--- config.mk ---
export PLATFORM = sky130hd
export DESIGN_NAME = ggc_control
export DESIGN_NICKNAME = d
export VERILOG_FILES = /design/src/ggc_pkg.sv /design/src/ggc_control.sv
export SDC_FILE = /design/constraint.sdc
export NUM_CORES = 1
export LEC_CHECK = 0
export ABC_AREA = 1
export BUFFER_PORTS_ARGS = -buffer_cell sky130_fd_sc_hd__buf_2
export CELL_PAD_IN_SITES_DETAIL_PLACEMENT = 0
export CELL_PAD_IN_SITES_GLOBAL_PLACEMENT = 1
export CORE_MARGIN = 4
export CORE_UTILIZATION = 32
export DETAILED_ROUTE_END_ITERATION = 10
export GPL_TIMING_DRIVEN = 0
export PLACE_DENSITY = 0.8
export SETUP_SLACK_MARGIN = 0.1
export SLEW_MARGIN = 20
export SYNTH_ARGS = -nofsm -noshare
export SYNTH_HDL_FRONTEND = slang
export SYNTH_SLANG_ARGS = --single-unit
--- constraint.sdc ---
create_clock -name clock_i -period 1.4 [get_ports clock_i]
set_input_delay 0.07 -clock clock_i [delete_from_list [all_inputs] [get_ports clock_i]]
set_output_delay 0.07 -clock clock_i [all_outputs]
set_load 0.01 [all_outputs]
--- src/ggc_pkg.sv ---
`default_nettype none
package ggc_pkg;
  localparam logic [4:0] GGC_DEVAD = 5'h07;
  localparam logic [15:0] GGC_CTRL_ADDR = 16'hFFE9;
  localparam int GGC_DATA_W = 16;
  // field positions inside the control word
  localparam int GGC_TM_HI = 15;
  localparam int GGC_TM_LO = 13;
  localparam int GGC_TM_TOP = 15;
  localparam int GGC_MAN_EN = 12;
  localparam int GGC_MAN_VAL = 11;
  localparam int GGC_PORT_TYPE = 10;
  localparam int GGC_ADV_FD = 9;
  localparam int GGC_ADV_HD = 8;
  localparam int GGC_RSVD_HI = 7;
  localparam int GGC_RSVD_LO = 0;
  localparam logic [7:0] GGC_RSVD_VALUE = 8'h00;
  localparam logic [2:0] GGC_TM_RESET = 3'h0;
  localparam logic [15:0] GGC_RDATA_IDLE = 16'h0000;
  // strap settle: two synchroniser stages before capture
  localparam logic [1:0] GGC_STRAP_SETTLE = 2'h2;
  localparam logic [1:0] GGC_CNT_STEP = 2'h1;
  localparam logic [1:0] GGC_CNT_ZERO = 2'h0;
  typedef enum logic [2:0] {
    GGC_TM_NORMAL = 3'h0,
    GGC_TM_WAVEFORM = 3'h1,
    GGC_TM_MASTER_JITTER = 3'h2,
    GGC_TM_SLAVE_JITTER = 3'h3,
    GGC_TM_DISTORTION = 3'h4
  } ggc_test_mode_t;
endpackage
`default_nettype wire

--- src/ggc_control.sv ---
// Behaviour
// - decode test field: top bit set distortion, 011 slave jitter, 010 master, 001 waveform, 000 normal
// - test field reads back the last value written
// - bit 12 set forces manual role, clear resolves automatically; reads back
// - bit 11 sets manual role, one master zero slave; reads back last write
// - bit 10 advertises repeater when one, DTE when zero; reads back
// - automatic: repeater facing DTE becomes master, DTE facing repeater becomes slave, otherwise seed decides
// - bit 9 offers full-duplex capability when set; reads back
// - bit 8 offers half-duplex capability when set; reads back
`default_nettype none
module ggc_control (
  input wire logic clock_i,
  input wire logic reset_n_i,
  input wire logic [4:0] mgmt_devad_i,
  input wire logic [15:0] mgmt_addr_i,
  input wire logic [ggc_pkg::GGC_DATA_W-1:0] mgmt_wdata_i,
  input wire logic mgmt_write_i,
  input wire logic mgmt_read_i,
  input wire logic strap_manual_role_select_i,
  input wire logic strap_switch_port_type_i,
  input wire logic strap_advertise_half_duplex_i,
  input wire logic strap_negotiated_speed_set_i,
  input wire logic partner_repeater_i,
  input wire logic seed_master_i,
  output logic [ggc_pkg::GGC_DATA_W-1:0] mgmt_rdata_o,
  output logic mgmt_rvalid_o,
  output logic straps_loaded_o,
  output ggc_pkg::ggc_test_mode_t test_mode_o,
  output logic manual_role_o,
  output logic role_master_o,
  output logic adv_repeater_o,
  output logic adv_full_duplex_o,
  output logic adv_half_duplex_o
);
  import ggc_pkg::*;

  logic [3:0] strap_meta_reg;
  logic [3:0] strap_sync_reg;
  logic [1:0] settle_cnt_reg;
  logic loaded_reg;
  logic load_pulse;
  logic hit;
  logic wr_hit;
  logic [2:0] tm_reg;
  logic man_en_reg;
  logic man_val_reg;
  logic port_type_reg;
  logic adv_fd_reg;
  logic adv_hd_reg;
  logic [GGC_DATA_W-1:0] ctrl_word;
  logic role_master_next;
  ggc_test_mode_t test_mode_next;

  // strap pins cross in through two stages
  always_ff @(posedge clock_i or negedge reset_n_i) begin
    if (!reset_n_i) begin
      strap_meta_reg <= 4'h0;
      strap_sync_reg <= 4'h0;
    end else begin
      strap_meta_reg <= {strap_negotiated_speed_set_i, strap_advertise_half_duplex_i,
                         strap_switch_port_type_i, strap_manual_role_select_i};
      strap_sync_reg <= strap_meta_reg;
    end
  end

  // wait for the synchroniser to fill, then capture once
  always_ff @(posedge clock_i or negedge reset_n_i) begin
    if (!reset_n_i) begin
      settle_cnt_reg <= GGC_CNT_ZERO;
      loaded_reg <= 1'b0;
    end else begin
      if (settle_cnt_reg != GGC_STRAP_SETTLE) begin
        settle_cnt_reg <= settle_cnt_reg + GGC_CNT_STEP;
      end
      if (load_pulse) begin
        loaded_reg <= 1'b1;
      end
    end
  end

  assign load_pulse = (settle_cnt_reg == GGC_STRAP_SETTLE) && !loaded_reg;
  assign hit = (mgmt_devad_i == GGC_DEVAD) && (mgmt_addr_i == GGC_CTRL_ADDR);
  // writes before the strap capture are dropped
  assign wr_hit = mgmt_write_i && hit && loaded_reg;

  // test mode field, plain storage
  always_ff @(posedge clock_i or negedge reset_n_i) begin
    if (!reset_n_i) begin
      tm_reg <= GGC_TM_RESET;
    end else if (wr_hit) begin
      tm_reg <= mgmt_wdata_i[GGC_TM_HI:GGC_TM_LO];
    end
  end

  // strap-defaulted fields
  always_ff @(posedge clock_i or negedge reset_n_i) begin
    if (!reset_n_i) begin
      man_en_reg <= 1'b0;
      man_val_reg <= 1'b0;
      port_type_reg <= 1'b0;
      adv_fd_reg <= 1'b0;
      adv_hd_reg <= 1'b0;
    end else if (load_pulse) begin
      man_en_reg <= strap_sync_reg[0];
      man_val_reg <= strap_sync_reg[1];
      port_type_reg <= strap_sync_reg[1];
      adv_fd_reg <= strap_sync_reg[3];
      adv_hd_reg <= strap_sync_reg[2] & strap_sync_reg[3];
    end else if (wr_hit) begin
      man_en_reg <= mgmt_wdata_i[GGC_MAN_EN];
      man_val_reg <= mgmt_wdata_i[GGC_MAN_VAL];
      port_type_reg <= mgmt_wdata_i[GGC_PORT_TYPE];
      adv_fd_reg <= mgmt_wdata_i[GGC_ADV_FD];
      adv_hd_reg <= mgmt_wdata_i[GGC_ADV_HD];
    end
  end

  // read image, reserved low byte fixed
  assign ctrl_word = {tm_reg, man_en_reg, man_val_reg, port_type_reg, adv_fd_reg,
                      adv_hd_reg, GGC_RSVD_VALUE};

  // read answer one cycle after the request; unmapped reads give zero
  always_ff @(posedge clock_i or negedge reset_n_i) begin
    if (!reset_n_i) begin
      mgmt_rdata_o <= GGC_RDATA_IDLE;
      mgmt_rvalid_o <= 1'b0;
    end else begin
      mgmt_rvalid_o <= mgmt_read_i;
      mgmt_rdata_o <= (mgmt_read_i && hit) ? ctrl_word : GGC_RDATA_IDLE;
    end
  end

  // test mode decode
  always_comb begin
    test_mode_next = GGC_TM_NORMAL;
    if (tm_reg[GGC_TM_TOP - GGC_TM_LO]) begin
      test_mode_next = GGC_TM_DISTORTION;
    end else begin
      case (tm_reg)
        3'h3: test_mode_next = GGC_TM_SLAVE_JITTER;
        3'h2: test_mode_next = GGC_TM_MASTER_JITTER;
        3'h1: test_mode_next = GGC_TM_WAVEFORM;
        default: test_mode_next = GGC_TM_NORMAL;
      endcase
    end
  end

  // role resolution: manual, else port type, else seed outcome
  always_comb begin
    role_master_next = seed_master_i;
    if (man_en_reg) begin
      role_master_next = man_val_reg;
    end else if (port_type_reg && !partner_repeater_i) begin
      role_master_next = 1'b1;
    end else if (!port_type_reg && partner_repeater_i) begin
      role_master_next = 1'b0;
    end
  end

  // registered outputs toward the negotiation engine
  always_ff @(posedge clock_i or negedge reset_n_i) begin
    if (!reset_n_i) begin
      test_mode_o <= GGC_TM_NORMAL;
      manual_role_o <= 1'b0;
      role_master_o <= 1'b0;
      adv_repeater_o <= 1'b0;
      adv_full_duplex_o <= 1'b0;
      adv_half_duplex_o <= 1'b0;
      straps_loaded_o <= 1'b0;
    end else begin
      test_mode_o <= test_mode_next;
      manual_role_o <= man_en_reg;
      role_master_o <= role_master_next;
      adv_repeater_o <= port_type_reg;
      adv_full_duplex_o <= adv_fd_reg;
      adv_half_duplex_o <= adv_hd_reg;
      straps_loaded_o <= loaded_reg;
    end
  end

  // checks
  property p_tm_distortion;
    @(posedge clock_i) disable iff (!reset_n_i)
      tm_reg[GGC_TM_TOP - GGC_TM_LO] |=> test_mode_o == GGC_TM_DISTORTION;
  endproperty
  a_tm_distortion: assert property (p_tm_distortion) else $error("distortion decode wrong");

  property p_tm_low;
    @(posedge clock_i) disable iff (!reset_n_i)
      !tm_reg[GGC_TM_TOP - GGC_TM_LO] |=> test_mode_o == ggc_test_mode_t'($past(tm_reg));
  endproperty
  a_tm_low: assert property (p_tm_low) else $error("low test mode decode wrong");

  property p_tm_readback;
    @(posedge clock_i) disable iff (!reset_n_i)
      wr_hit ##1 (mgmt_read_i && hit && !mgmt_write_i)
        |=> mgmt_rvalid_o
          && mgmt_rdata_o[GGC_TM_HI:GGC_TM_LO] == $past(mgmt_wdata_i[GGC_TM_HI:GGC_TM_LO], 2);
  endproperty
  a_tm_readback: assert property (p_tm_readback) else $error("test field readback wrong");

  property p_manual_role;
    @(posedge clock_i) disable iff (!reset_n_i)
      man_en_reg |=> role_master_o == $past(man_val_reg);
  endproperty
  a_manual_role: assert property (p_manual_role) else $error("manual role not applied");

  property p_man_val_write;
    @(posedge clock_i) disable iff (!reset_n_i)
      wr_hit |=> man_val_reg == $past(mgmt_wdata_i[GGC_MAN_VAL])
        ##1 manual_role_o == $past(man_en_reg);
  endproperty
  a_man_val_write: assert property (p_man_val_write) else $error("manual value not stored");

  property p_port_type;
    @(posedge clock_i) disable iff (!reset_n_i)
      wr_hit |-> ##2 adv_repeater_o == $past(mgmt_wdata_i[GGC_PORT_TYPE], 2);
  endproperty
  a_port_type: assert property (p_port_type) else $error("port type not advertised");

  property p_auto_master;
    @(posedge clock_i) disable iff (!reset_n_i)
      (!man_en_reg && port_type_reg && !partner_repeater_i) |=> role_master_o;
  endproperty
  a_auto_master: assert property (p_auto_master) else $error("repeater did not win master");

  property p_auto_seed;
    @(posedge clock_i) disable iff (!reset_n_i)
      (!man_en_reg && port_type_reg == partner_repeater_i) |=> role_master_o == $past(seed_master_i);
  endproperty
  a_auto_seed: assert property (p_auto_seed) else $error("port type influenced tie");

  property p_adv_fd;
    @(posedge clock_i) disable iff (!reset_n_i)
      wr_hit |-> ##2 adv_full_duplex_o == $past(mgmt_wdata_i[GGC_ADV_FD], 2);
  endproperty
  a_adv_fd: assert property (p_adv_fd) else $error("full duplex advert wrong");

  property p_adv_hd;
    @(posedge clock_i) disable iff (!reset_n_i)
      wr_hit |-> ##2 adv_half_duplex_o == $past(mgmt_wdata_i[GGC_ADV_HD], 2);
  endproperty
  a_adv_hd: assert property (p_adv_hd) else $error("half duplex advert wrong");

  property p_rsvd_zero;
    @(posedge clock_i) disable iff (!reset_n_i)
      mgmt_rvalid_o |-> mgmt_rdata_o[GGC_RSVD_HI:GGC_RSVD_LO] == GGC_RSVD_VALUE;
  endproperty
  a_rsvd_zero: assert property (p_rsvd_zero) else $error("reserved bits not zero");

  property p_strap_load;
    @(posedge clock_i) disable iff (!reset_n_i)
      load_pulse |=> man_en_reg == $past(strap_sync_reg[0])
        && adv_hd_reg == ($past(strap_sync_reg[2]) & $past(strap_sync_reg[3]));
  endproperty
  a_strap_load: assert property (p_strap_load) else $error("straps not captured");

  c_strap_load: cover property (@(posedge clock_i) disable iff (!reset_n_i) load_pulse);
  c_tm_write: cover property (@(posedge clock_i) disable iff (!reset_n_i)
    wr_hit && mgmt_wdata_i[GGC_TM_TOP]);
  c_auto_master: cover property (@(posedge clock_i) disable iff (!reset_n_i)
    !man_en_reg && port_type_reg && !partner_repeater_i);
  c_read: cover property (@(posedge clock_i) disable iff (!reset_n_i) mgmt_read_i && hit);
endmodule
`default_nettype wire

Word-level counts from Yosys, hierarchy flattened
Index checks and enable logic that the tools add are counted.
W data, S select, Z words.
{"block": "classes", "addsub": 1, "n_eq_ne": 7, "mux": 16, "bitwise_logic": 1, "n_reduce_logical": 11}
{"operator": "$eq A16 B16 Y1 const B", "count": 1}
{"operator": "$mux W16", "count": 1}
{"operator": "$mux W1", "count": 13}
{"operator": "$logic_and A1 B1 Y1", "count": 7}
{"operator": "$eq A3 B2 Y1 const B", "count": 2}
{"operator": "$pmux W2 S3", "count": 1}
{"operator": "$eq A5 B3 Y1 const B", "count": 1}
{"operator": "$eq A3 B1 Y1 const B", "count": 1}
{"operator": "$logic_not A1 Y1", "count": 3}
{"operator": "$mux W3", "count": 1}
{"operator": "$add A2 B1 Y2 const B", "count": 1}
{"operator": "$eq A2 B2 Y1 const B", "count": 1}
{"operator": "$ne A2 B2 Y1 const B", "count": 1}
{"operator": "$reduce_bool A2 Y1", "count": 1}
{"operator": "$and A1 B1 Y1", "count": 1}
{"block": "word_totals", "register_bits": 45, "in_bits": 47, "output_inout_bits": 26, "elab_cells": 55}

Depth between registers and ports, before layout
Gate-level depths: netlist of run 1.
{"block": "depth", "depth_word": 6, "depth_mapped": 10, "mapped_depth_nobuf": 9}

Least setup slack after synthesis of run 1
OpenSTA, ideal clock, no wires.
{"block": "synth_timing", "kind": "register -> register", "startpoint": "reg settle_cnt_reg[0]", "endpoint": "reg adv_hd_reg", "setup_time_ns": 0.117, "arrival_ns": 1.158, "required_time_ns": 1.283, "setup_slack_ns": 0.125, "path_stages_with_launch": 11, "path_buffers": 1, "synth_period_minus_slack_ns": 1.275, "cell_sequence": "dfrtp_1 > inv_1 > ha_1 > inv_2 > nor2_4 > inv_2 > buf_6 > nand2_1 > nand2_1 > nand2_1 > nand2_1"}
{"block": "synth_via", "elab_chain_cells": 3, "word_cells_on_any_way": 4, "cone_classes": "1 x eq/ne; 1 x mux; 2 x reduce/logical"}
{"item": "start: declaration", "line_no": "ggc_control.sv:39", "source": "logic [1:0] settle_cnt_reg;"}
{"item": "start signal: assignment", "line_no": "ggc_control.sv:73", "source": "settle_cnt_reg <= settle_cnt_reg + GGC_CNT_STEP;"}
{"item": "$eq A2 B2 Y1 (*)", "line_no": "ggc_control.sv:81", "source": "assign load_pulse = (settle_cnt_reg == GGC_STRAP_SETTLE) && !loaded_reg;"}
{"item": "$logic_and A1 B1 Y1 (*)", "line_no": "ggc_control.sv:81"}
{"item": "$mux W1 or $reduce_bool A2 Y1 (tied branches)"}
{"item": "end signal: assignment", "line_no": "ggc_control.sv:108", "source": "adv_hd_reg <= strap_sync_reg[2] & strap_sync_reg[3];"}
{"item": "end signal: assignment", "line_no": "ggc_control.sv:114", "source": "adv_hd_reg <= mgmt_wdata_i[GGC_ADV_HD];"}
{"item": "end: declaration", "line_no": "ggc_control.sv:49", "source": "logic adv_hd_reg;"}
Every way passes the cells marked *; elsewhere a longest branch is shown, timed or not.
A chain may end at the register's enable or synchronous reset.

Worst setup path after layout of run 1
{"block": "layout_timing", "startpoint": "reg settle_cnt_reg[0]", "endpoint": "reg man_val_reg"}
{"block": "layout_via", "elab_chain_cells": 3, "word_cells_on_any_way": 4, "cone_classes": "1 x eq/ne; 1 x mux; 2 x reduce/logical"}
{"item": "$eq A2 B2 Y1 (*)", "line_no": "ggc_control.sv:81"}
{"item": "$logic_and A1 B1 Y1 (*)", "line_no": "ggc_control.sv:81"}
{"item": "$mux W1 or $reduce_bool A2 Y1 (tied branches)"}
{"item": "end signal: assignment", "line_no": "ggc_control.sv:105", "source": "man_val_reg <= strap_sync_reg[1];"}
{"item": "end signal: assignment", "line_no": "ggc_control.sv:111", "source": "man_val_reg <= mgmt_wdata_i[GGC_MAN_VAL];"}
{"item": "end: declaration", "line_no": "ggc_control.sv:46", "source": "logic man_val_reg;"}
Marks and branches as above.

==> flow_metrics.tcl, run 1 <==
set metrics [dict create \
    status "finished clean" \
    worst_pin_slew_ns 0.786 \
    syn_to_final_growth_pct 41.1 \
    fin_nets 270 \
    vdd.ir_drop.worst_mv 0.401 \
    routed_wl_mm 2.80 \
    setup_ws_ns 0.179 \
    worstSetupPathType "flop to flop" \
    die_x_um 75.1 \
    vias 1077 \
    grt.total_usage 0.108 \
    wire_per_inst_um 10.2 \
    synth_top_area_share 0.642 \
    path_cells "inv_2 -> ha_4 -> inv_2 -> nor2_4 -> inv_2 -> buf_6 -> nand2_1 -> nand2_1 -> nand2_1 -> nand2_1" \
    maxCapViolations 0 \
    grt_overflow_total 0 \
    dieArea_um2 5640 \
    synth-edff-count 0 \
    synth_common_cells "dfrtp_1 (37), nand2_1 (37), inv_1 (16), nor2_1 (16), buf_4 (8)" \
    max_freq_ghz 0.819 \
    finClkSkew_ns 0.00492 \
    start_kind "flop" \
    synth_cells 143 \
    insertion_delay_ns 0.28 \
    post-dp-hpwl_mm 2.11 \
    grt_max_degree 38 \
    period_needed_ns 1.22 \
    power_density_nw_per_um2 1090 \
    fin_tns_setup_ns 0 \
    setup_viol 0 \
    synth-warning-count 0 \
    initial_core_util 0.331 \
    place_ws_ns 0.00313 \
    ys_seq_area_frac 0.642 \
    gp_congestion 0.763 \
    cpPeakStageDelay_ns 0.40 \
    dr.pass1.iters 4 \
    routed_via_density 3.92 \
    layout-drive-gt1-share 0.422 \
    register_area_um2 926 \
    cts_made_buffers 5 \
    synth_seq_cells 37 \
    ios 73 \
    multi_input_area_um2 412 \
    synth_top_area_cell "dfrtp_1" \
    cts_tree "yes" \
    rows 24 \
    grt_pass1_vias 1083 \
    holdWs_ns 0.0199 \
    grt_pass1_wl_mm 4.53 \
    cts_root_buffer "clkbuf_8" \
    worst-endpoint-required_ns 1.57 \
    drc 0 \
    setup.worst_path.end_class "flop" \
    core_area_um2 4350 \
    hold_viol_final 0 \
    port-buffer-count 56 \
    synthArstFlopShare 1.00 \
    die_h_um 75.1 \
    slew_headroom 0.476 \
    cts.path.max_buffers 2 \
    cts_max_level 2 \
    hold_class "primary input to flop" \
    crit_fanout 5 \
    grt_antenna_before_repair 0 \
    finalCritPeriodShare 0.872 \
    diodes 0 \
    avgSynthCellArea_um2 10.1 \
    cp_slowest_cell "dfrtp_1" \
    drt-initial-drc-count 51 \
    p_leak_nw 1.13 \
    cts.clk_slew.worst_paths_ns 0.07 \
    arrival_ns 1.39 \
    yosys.cell_types.count 20 \
    synth_area_leaders "dfrtp_1 (64%), nand2_1 (9.6%), buf_4 (4.2%)" \
    ys.flop_type "dfrtp_1" \
    rsz0062_at_grt "false" \
    drtAntennaViolNets 0 \
    cp_common_cell "nand2_1" \
    slew_violations 0 \
    syn_area_um2 1440 \
    cts.sinks 37 \
    fillers 427 \
    largest_reg_flops 8 \
]
worst max-delay path: cells and delay by family (launching register included):
kind | cells | cell delay (ns)
flip-flops | 1 | 0.40
AND/OR/NAND/NOR | 5 | 0.29
buffers and inverters | 4 | 0.28
adder cells (fa/ha/maj) | 1 | 0.13
area by class of cell:
class	instances	share of cell area
plain buffers	10	0.0406
clock buffers	6	0.0406
well taps	52	0.0320
multi-input cells	85	0.202
clock inverters	2	0.0185
inverters	18	0.0332
flip-flops and latches	37	0.455
repair buffers	65	0.177
through the flow:
stage	instances	instance area (µm²)	util	total power, mW
2_1_floorplan	150	1470	-	1.19
3_3_place_gp	258	1810	0.416	1.27
3_5_place_dp	258	1810	0.416	1.28
5_1_grt	275	2030	0.467	2.31
4_1_cts	274	2020	0.464	2.24
6_report	275	2030	0.467	2.22
placed cells by master (no fill, tap or decap), drive strengths merged:
cell and n:
xnor2 1, ha 1, dlygate4sd3 6, nand3 8
conb 8, clkbuf 6, buf 69, inv 18
or2 1, nand3b 1, nand2 39, bufinv 1
clkinvlp 1, a21oi 1, dfrtp 37, o21ai 6
nor2 19
where the power goes:
group          leakage [nW]  switching, mW  total, mW  internal (mW)
Sequential            0.460         0.0108       1.11           1.10
Combinational         0.610         0.0770      0.162         0.0848
Clock                0.0574          0.371      0.950          0.579
Total                  1.13          0.459       2.22           1.76
logic make-up after synthesis:
| kind of cell | Yosys count | share of synthesized area |
|---|---|---|
| and+or+nand+nor | 68 | 0.204 |
| xor gates and xnor gates | 1 | 0.00608 |
| buffers and inverters | 28 | 0.104 |
| adders and majority gates | 1 | 0.00868 |
| other | 1 | 0.00260 |
| DFF | 37 | 0.642 |
| AOI/OAI and AO/OA | 7 | 0.0321 |
path summary, 6_finish.rpt:
| kind | from | end | slack, ns | cells after the start |
|---|---|---|---|---|
| worst max-delay path | settle_cnt_reg[0] | man_val_reg | 0.18 | 10 |
| worst min-delay path | mgmt_wdata_i[14] | tm_reg[1] | 0.02 | 3 |
| worst max register to register | settle_cnt_reg[0] | man_val_reg | 0.18 | 10 |
| worst min register to register | strap_meta_reg[2] | strap_sync_reg[2] | 0.35 | 0 |
| max in group asynchronous | reset_n_i | settle_cnt_reg[1] | 0.50 | 2 |
| min in group asynchronous | reset_n_i | mgmt_rdata_o[8] | 0.40 | 2 |
routing by layer:
metal / vias up / routed length [µm] / GRT usage
met1: 463 / 1090 / 0.125
met4: 0 / 63 / 0.0474
met2: 39 / 1460 / 0.186
met3: 5 / 190 / 0.0294
met5: - / 0 / 0
li1: 570 / - / -
timing repair:
item                                    in CTS  in global routing
hold buffers                                 6                  0
pin swaps                                    1                  3
endpoints found under the setup margin       5                  5
hold endpoints to repair                    42                  0
setup buffers                                2                  0
cloned                                       0                  1
resized for setup                            3                  3
No activity file was read; power rests on OpenSTA's default activity.
==> run 2: changes to the inputs <==
--- a/config.mk
+++ b/config.mk
@@ -13,7 +13,7 @@
 export CORE_UTILIZATION = 32
 export DETAILED_ROUTE_END_ITERATION = 10
 export GPL_TIMING_DRIVEN = 0
-export PLACE_DENSITY = 0.8
+export PLACE_DENSITY = 0.86
 export SETUP_SLACK_MARGIN = 0.1
 export SLEW_MARGIN = 20
 export SYNTH_ARGS = -nofsm -noshare
==> flow_metrics.tcl, run 2 (synthesis results as in run 1) <==
set metrics [dict create \
    vias 1067 \
    place_ws_ns 0.0193 \
    fillers 439 \
    rows 24 \
    min_path_cells 3 \
    timing.rr.start "settle_cnt_reg[0]" \
    hold_class "primary input to flop" \
    setup_ws_ns 0.189 \
    grt_overflow_total 0 \
    start_kind "flop" \
    largest_reg_flops 8 \
    timing.rr.end "port_type_reg" \
    crit_start "settle_cnt_reg[0]" \
    finalCritPeriodShare 0.865 \
    hp-start "mgmt_wdata_i[15]" \
    drt-initial-drc-count 49 \
    dr.pass1.iters 4 \
    cts.sinks 37 \
    power_density_nw_per_um2 1020 \
    setup_viol 0 \
    cts.clk_slew.worst_paths_ns 0.07 \
    slew_violations 0 \
    cpPeakStageDelay_ns 0.39 \
    path_cells "inv_2 -> ha_4 -> inv_2 -> nor2_4 -> inv_2 -> buf_6 -> nand2_1 -> nand2_1 -> nand2_1 -> nand2_1" \
    maxCapViolations 0 \
    cp_slowest_cell "dfrtp_1" \
    max_freq_ghz 0.826 \
    cts_made_buffers 5 \
    port-buffer-count 56 \
    finClkSkew_ns 0.00341 \
    final_common_cell "buf_2" \
    vdd.ir_drop.worst_mv 0.477 \
    routed_wl_mm 2.73 \
    grt.total_usage 0.109 \
    grt_pass1_wl_mm 4.52 \
    routed_via_density 3.88 \
    syn_to_final_growth_pct 39.4 \
    cts_max_level 2 \
    die_x_um 75.1 \
    worst_pin_slew_ns 0.784 \
    hold_viol_final 0 \
    initial_core_util 0.331 \
    reg2reg_depth 10 \
    die_h_um 75.1 \
    drc 0 \
    worstSetupPathType "flop to flop" \
    wire_per_inst_um 9.92 \
    grt_pass1_vias 1094 \
    dieArea_um2 5640 \
    ff2ff_setup_slack_ns 0.19 \
    final_cell_mix "buf_2 (56), nand2_1 (37), dfrtp_1 (37), nor2_1 (16), inv_1 (15)" \
    gp_congestion 0.703 \
    drtAntennaViolNets 0 \
    crit_fanout 10 \
    cp_common_cell "nand2_1" \
    total_power_mw 2.06 \
    cts_root_buffer "clkbuf_8" \
    core_area_um2 4350 \
    period_needed_ns 1.21 \
    arrival_ns 1.39 \
    slew_headroom 0.477 \
    ios 73 \
    p_leak_nw 1.13 \
    fin_nets 270 \
    min_to "tm_reg[2]" \
    status "finished clean" \
    cts.path.max_buffers 2 \
    worst-endpoint-required_ns 1.58 \
    diodes 0 \
    post-dp-hpwl_mm 2.06 \
    grt_max_degree 38 \
    layout-drive-gt1-share 0.408 \
    grt_antenna_before_repair 0 \
    insertion_delay_ns 0.28 \
    setup.worst_path.end_class "flop" \
    fin_tns_setup_ns 0 \
    cts_tree "yes" \
    rsz0062_at_grt "false" \
]
run 2: worst max-delay path, delay by kind of cell, from the launching register on:
| family | cells | cell delay [ns] |
|---|---|---|
| buf+inv | 4 | 0.29 |
| flops | 1 | 0.39 |
| simple gates | 5 | 0.30 |
| fa+ha+maj | 1 | 0.13 |
run 2: how the worst max path moves through the flow:
stage | slack [ns] | depth (start not counted) | end
2_1_floorplan | 0.13 | 10 | adv_hd_reg
3_3_place_gp | 0.05 | 10 | port_type_reg
3_5_place_dp | 0.02 | 10 | port_type_reg
4_1_cts | 0.12 | 10 | port_type_reg
5_1_grt | 0.10 | 10 | man_en_reg
6_report | 0.19 | 10 | port_type_reg
run 2: routing by layer:
metal / share of wire / vias to the layer above / track usage
li1: - / 571 / -
met1: 0.38 / 455 / 0.117
met2: 0.53 / 36 / 0.188
met3: 0.069 / 5 / 0.0334
met4: 0.016 / 0 / 0.0652
met5: 0 / - / 0
run 2: report_power, final:
| part | switching [mW] | total, mW | internal (mW) |
|---|---|---|---|
| clock network | 0.343 | 0.787 | 0.444 |
| logic | 0.0760 | 0.160 | 0.0838 |
| registers | 0.0109 | 1.11 | 1.10 |
| total | 0.430 | 2.06 | 1.63 |
run 2: layout make-up:
cell class | instances | area (µm²) | area share
tap | 52 | 65.1 | 0.0324
inverter | 18 | 67.6 | 0.0336
clock inverter | 1 | 5.00 | 0.00249
sequential | 37 | 926 | 0.461
multi-input combinational | 85 | 404 | 0.201
timing repair buffer | 65 | 363 | 0.181
buffer | 10 | 82.6 | 0.0411
clock buffer | 7 | 96.3 | 0.0479
run 2: per-stage QoR:
stage	instances	area, µm²	hold slack, ns	util
5_1_grt	275	2010	0.0243	0.461
3_5_place_dp	258	1810	0.179	0.416
4_1_cts	273	1990	0.0185	0.458
2_1_floorplan	150	1470	-0.226	-
3_3_place_gp	258	1810	0.181	0.416
6_report	275	2010	0.0227	0.461
run 2: what timing repair did:
action | 4_1_cts | 5_1_grt
hold buffers | 6 | 0
endpoints found under the setup margin | 5 | 5
buffers inserted | 1 | 2
gates resized for setup | 3 | 0
endpoints found under the hold margin | 42 | 0
pin swaps | 1 | 2
==> run 3: changes to the inputs <==
--- a/config.mk
+++ b/config.mk
@@ -5,15 +5,14 @@
 export SDC_FILE = /design/constraint.sdc
 export NUM_CORES = 1
 export LEC_CHECK = 0
-export ABC_AREA = 1
 export BUFFER_PORTS_ARGS = -buffer_cell sky130_fd_sc_hd__buf_2
 export CELL_PAD_IN_SITES_DETAIL_PLACEMENT = 0
 export CELL_PAD_IN_SITES_GLOBAL_PLACEMENT = 1
 export CORE_MARGIN = 4
-export CORE_UTILIZATION = 32
+export CORE_UTILIZATION = 33
 export DETAILED_ROUTE_END_ITERATION = 10
 export GPL_TIMING_DRIVEN = 0
-export PLACE_DENSITY = 0.86
+export PLACE_DENSITY_LB_ADDON = 0.1
 export SETUP_SLACK_MARGIN = 0.1
 export SLEW_MARGIN = 20
 export SYNTH_ARGS = -nofsm -noshare
==> flow_metrics.tcl, run 3 <==
set metrics [dict create \
    status "finished with violations" \
    failed_checks "setup timing" \
    drt-initial-drc-count 48 \
    grt.total_usage 0.118 \
    synth_top_area_cell "dfrtp_1" \
    maxCapViolations 0 \
    setup.worst_path.end_class "flop" \
    die_h_um 73.1 \
    final_cell_mix "buf_2 (55), dfrtp_1 (37), buf_4 (11), conb_1 (8), and2_1 (7)" \
    cts.sinks 37 \
    port-buffer-count 56 \
    layout-drive-gt1-share 0.511 \
    p_leak_nw 1.05 \
    grt_max_degree 38 \
    dieArea_um2 5340 \
    vias 1061 \
    post-dp-hpwl_mm 2.20 \
    crit_fanout 5 \
    setup_viol 1 \
    vdd.ir_drop.worst_mv 0.401 \
    synthMostInstantiatedCell "dfrtp_1" \
    slew_violations 0 \
    fillers 417 \
    gp_congestion 0.782 \
    syn_to_final_growth_pct 44.9 \
    rsz0062_at_grt "true" \
    cts_made_buffers 5 \
    rows 23 \
    arrival_ns 1.58 \
    setup_ws_ns -0.0121 \
    finClkSkew_ns 0.00526 \
    routed_via_density 4.50 \
    final_common_cell "buf_2" \
    final_core_util 0.499 \
    hold_viol_final 0 \
    cts.clk_slew.worst_paths_ns 0.07 \
    hold_class "primary input to flop" \
    grt_overflow_total 0 \
    ff2ff_setup_slack_ns -0.01 \
    grt_pass1_vias 1067 \
    avgSynthCellArea_um2 13.3 \
    initial_core_util 0.344 \
    insertion_delay_ns 0.28 \
    fin_cells 236 \
    worst-endpoint-required_ns 1.56 \
    fin_nets 233 \
    synth_seq_cells 37 \
    grt_pass1_wl_mm 4.70 \
    synthArstFlopShare 1.00 \
    worst_pin_slew_ns 0.800 \
    synth-edff-count 0 \
    cts_max_level 2 \
    cts_tree "yes" \
    routed_wl_mm 2.96 \
    drtAntennaViolNets 0 \
    synth_cells 105 \
    wire_per_inst_um 12.6 \
    dr.pass1.iters 2 \
    cts_root_buffer "clkbuf_8" \
    syn_area_um2 1400 \
    yosys.cell_types.count 30 \
    start_kind "flop" \
    dp.cells 218 \
    synth-warning-count 0 \
    power_density_nw_per_um2 978 \
    synth_top_area_share 0.663 \
    slew_headroom 0.466 \
    ys.flop_type "dfrtp_1" \
    finalCritPeriodShare 1.01 \
    period_needed_ns 1.41 \
    drc 0 \
    ios 73 \
    worstSetupPathType "flop to flop" \
    core_area_um2 4060 \
    largest_reg_flops 8 \
    synth_common_cells "dfrtp_1 (37), and2_1 (9), buf_4 (8)" \
    synth_area_leaders "dfrtp_1 (66%), buf_4 (4.3%), and2_1 (4.0%)" \
    die_x_um 73.1 \
    ys_seq_area_frac 0.663 \
    diodes 0 \
    grt_antenna_before_repair 0 \
    cts.path.max_buffers 2 \
    max_freq_ghz 0.708 \
]
-- run 3: per-layer routing --
layer  global-route usage  share of wire  vias up
li1                     -              -      509
met1                0.124           0.36      498
met2                0.206           0.51       49
met3               0.0441           0.10        5
met4               0.0553          0.021        0
met5                    0              0        -
-- run 3: through the flow --
| stage | total power [mW] | setup slack [ns] | cell area (µm²) | setup TNS, ns | hold WS, ns |
|---|---|---|---|---|---|
| 3_3_place_gp | 1.27 | -0.263 | 1790 | -3.21 | 0.179 |
| 2_1_floorplan | 1.19 | -0.0159 | 1440 | -0.0792 | -0.226 |
| 6_report | 1.98 | -0.0121 | 2020 | -0.0121 | 0.0190 |
| 4_1_cts | 2.01 | -0.124 | 2010 | -0.603 | 0.0104 |
| 5_1_grt | 2.06 | -0.0884 | 2020 | -0.301 | 0.0114 |
| 3_5_place_dp | 1.28 | -0.276 | 1790 | -3.44 | 0.179 |
-- run 3: cell type report --
type	instances	area (µm²)	share of cell area
Timing Repair Buffer	67	392	0.194
Inverter	2	7.51	0.00371
Sequential cell	37	926	0.458
Tap cell	50	62.6	0.0309
Multi-Input combinational cell	63	488	0.241
Buffer	9	65.1	0.0322
Clock buffer	6	72.6	0.0359
Clock inverter	2	10.0	0.00495
-- run 3: power breakdown --
part	internal (mW)	total, mW	leakage, nW	switching, mW
clock	0.344	0.698	0.0450	0.353
sequential	1.10	1.11	0.460	0.0124
combinational	0.0932	0.171	0.546	0.0776
total	1.53	1.98	1.05	0.444
-- run 3: critical path: stages (launching register included) --
cell,delay [ns]
dfrtp_1,0.38
and2_4,0.16
or4bb_4,0.51
o21ai_2,0.15
a31oi_1,0.08
-- run 3: worst paths after layout --
path,endpoint,cells past startpoint,startpoint
worst max-delay path,adv_fd_reg,4,loaded_reg
worst min-delay path,tm_reg[1],2,mgmt_wdata_i[14]
worst max register to register,adv_fd_reg,4,loaded_reg
worst min register to register,strap_sync_reg[0],0,strap_meta_reg[0]
max in group asynchronous,strap_sync_reg[1],2,reset_n_i
min in group asynchronous,settle_cnt_reg[1],2,reset_n_i
-- run 3: what timing repair did --
action / 4_1_cts / 5_1_grt
buffers inserted: 4 / 1
gates resized for setup: 12 / 5
hold buffers: 6 / 0
endpoints found under the setup margin: 16 / 16
pin swaps: 11 / 8
endpoints found under the hold margin: 42 / 0
-- run 3: kinds of logic after synthesis --
group / Yosys count / synth area share
XOR/XNOR: 1 / 0.00627
AO/OA/AOI/OAI: 12 / 0.0475
other: 1 / 0.00269
flip-flops: 37 / 0.663
buffers and inverters: 12 / 0.0538
multiplexers: 4 / 0.0323
AND/OR/NAND/NOR: 36 / 0.178
adder cells (fa/ha/maj): 2 / 0.0161
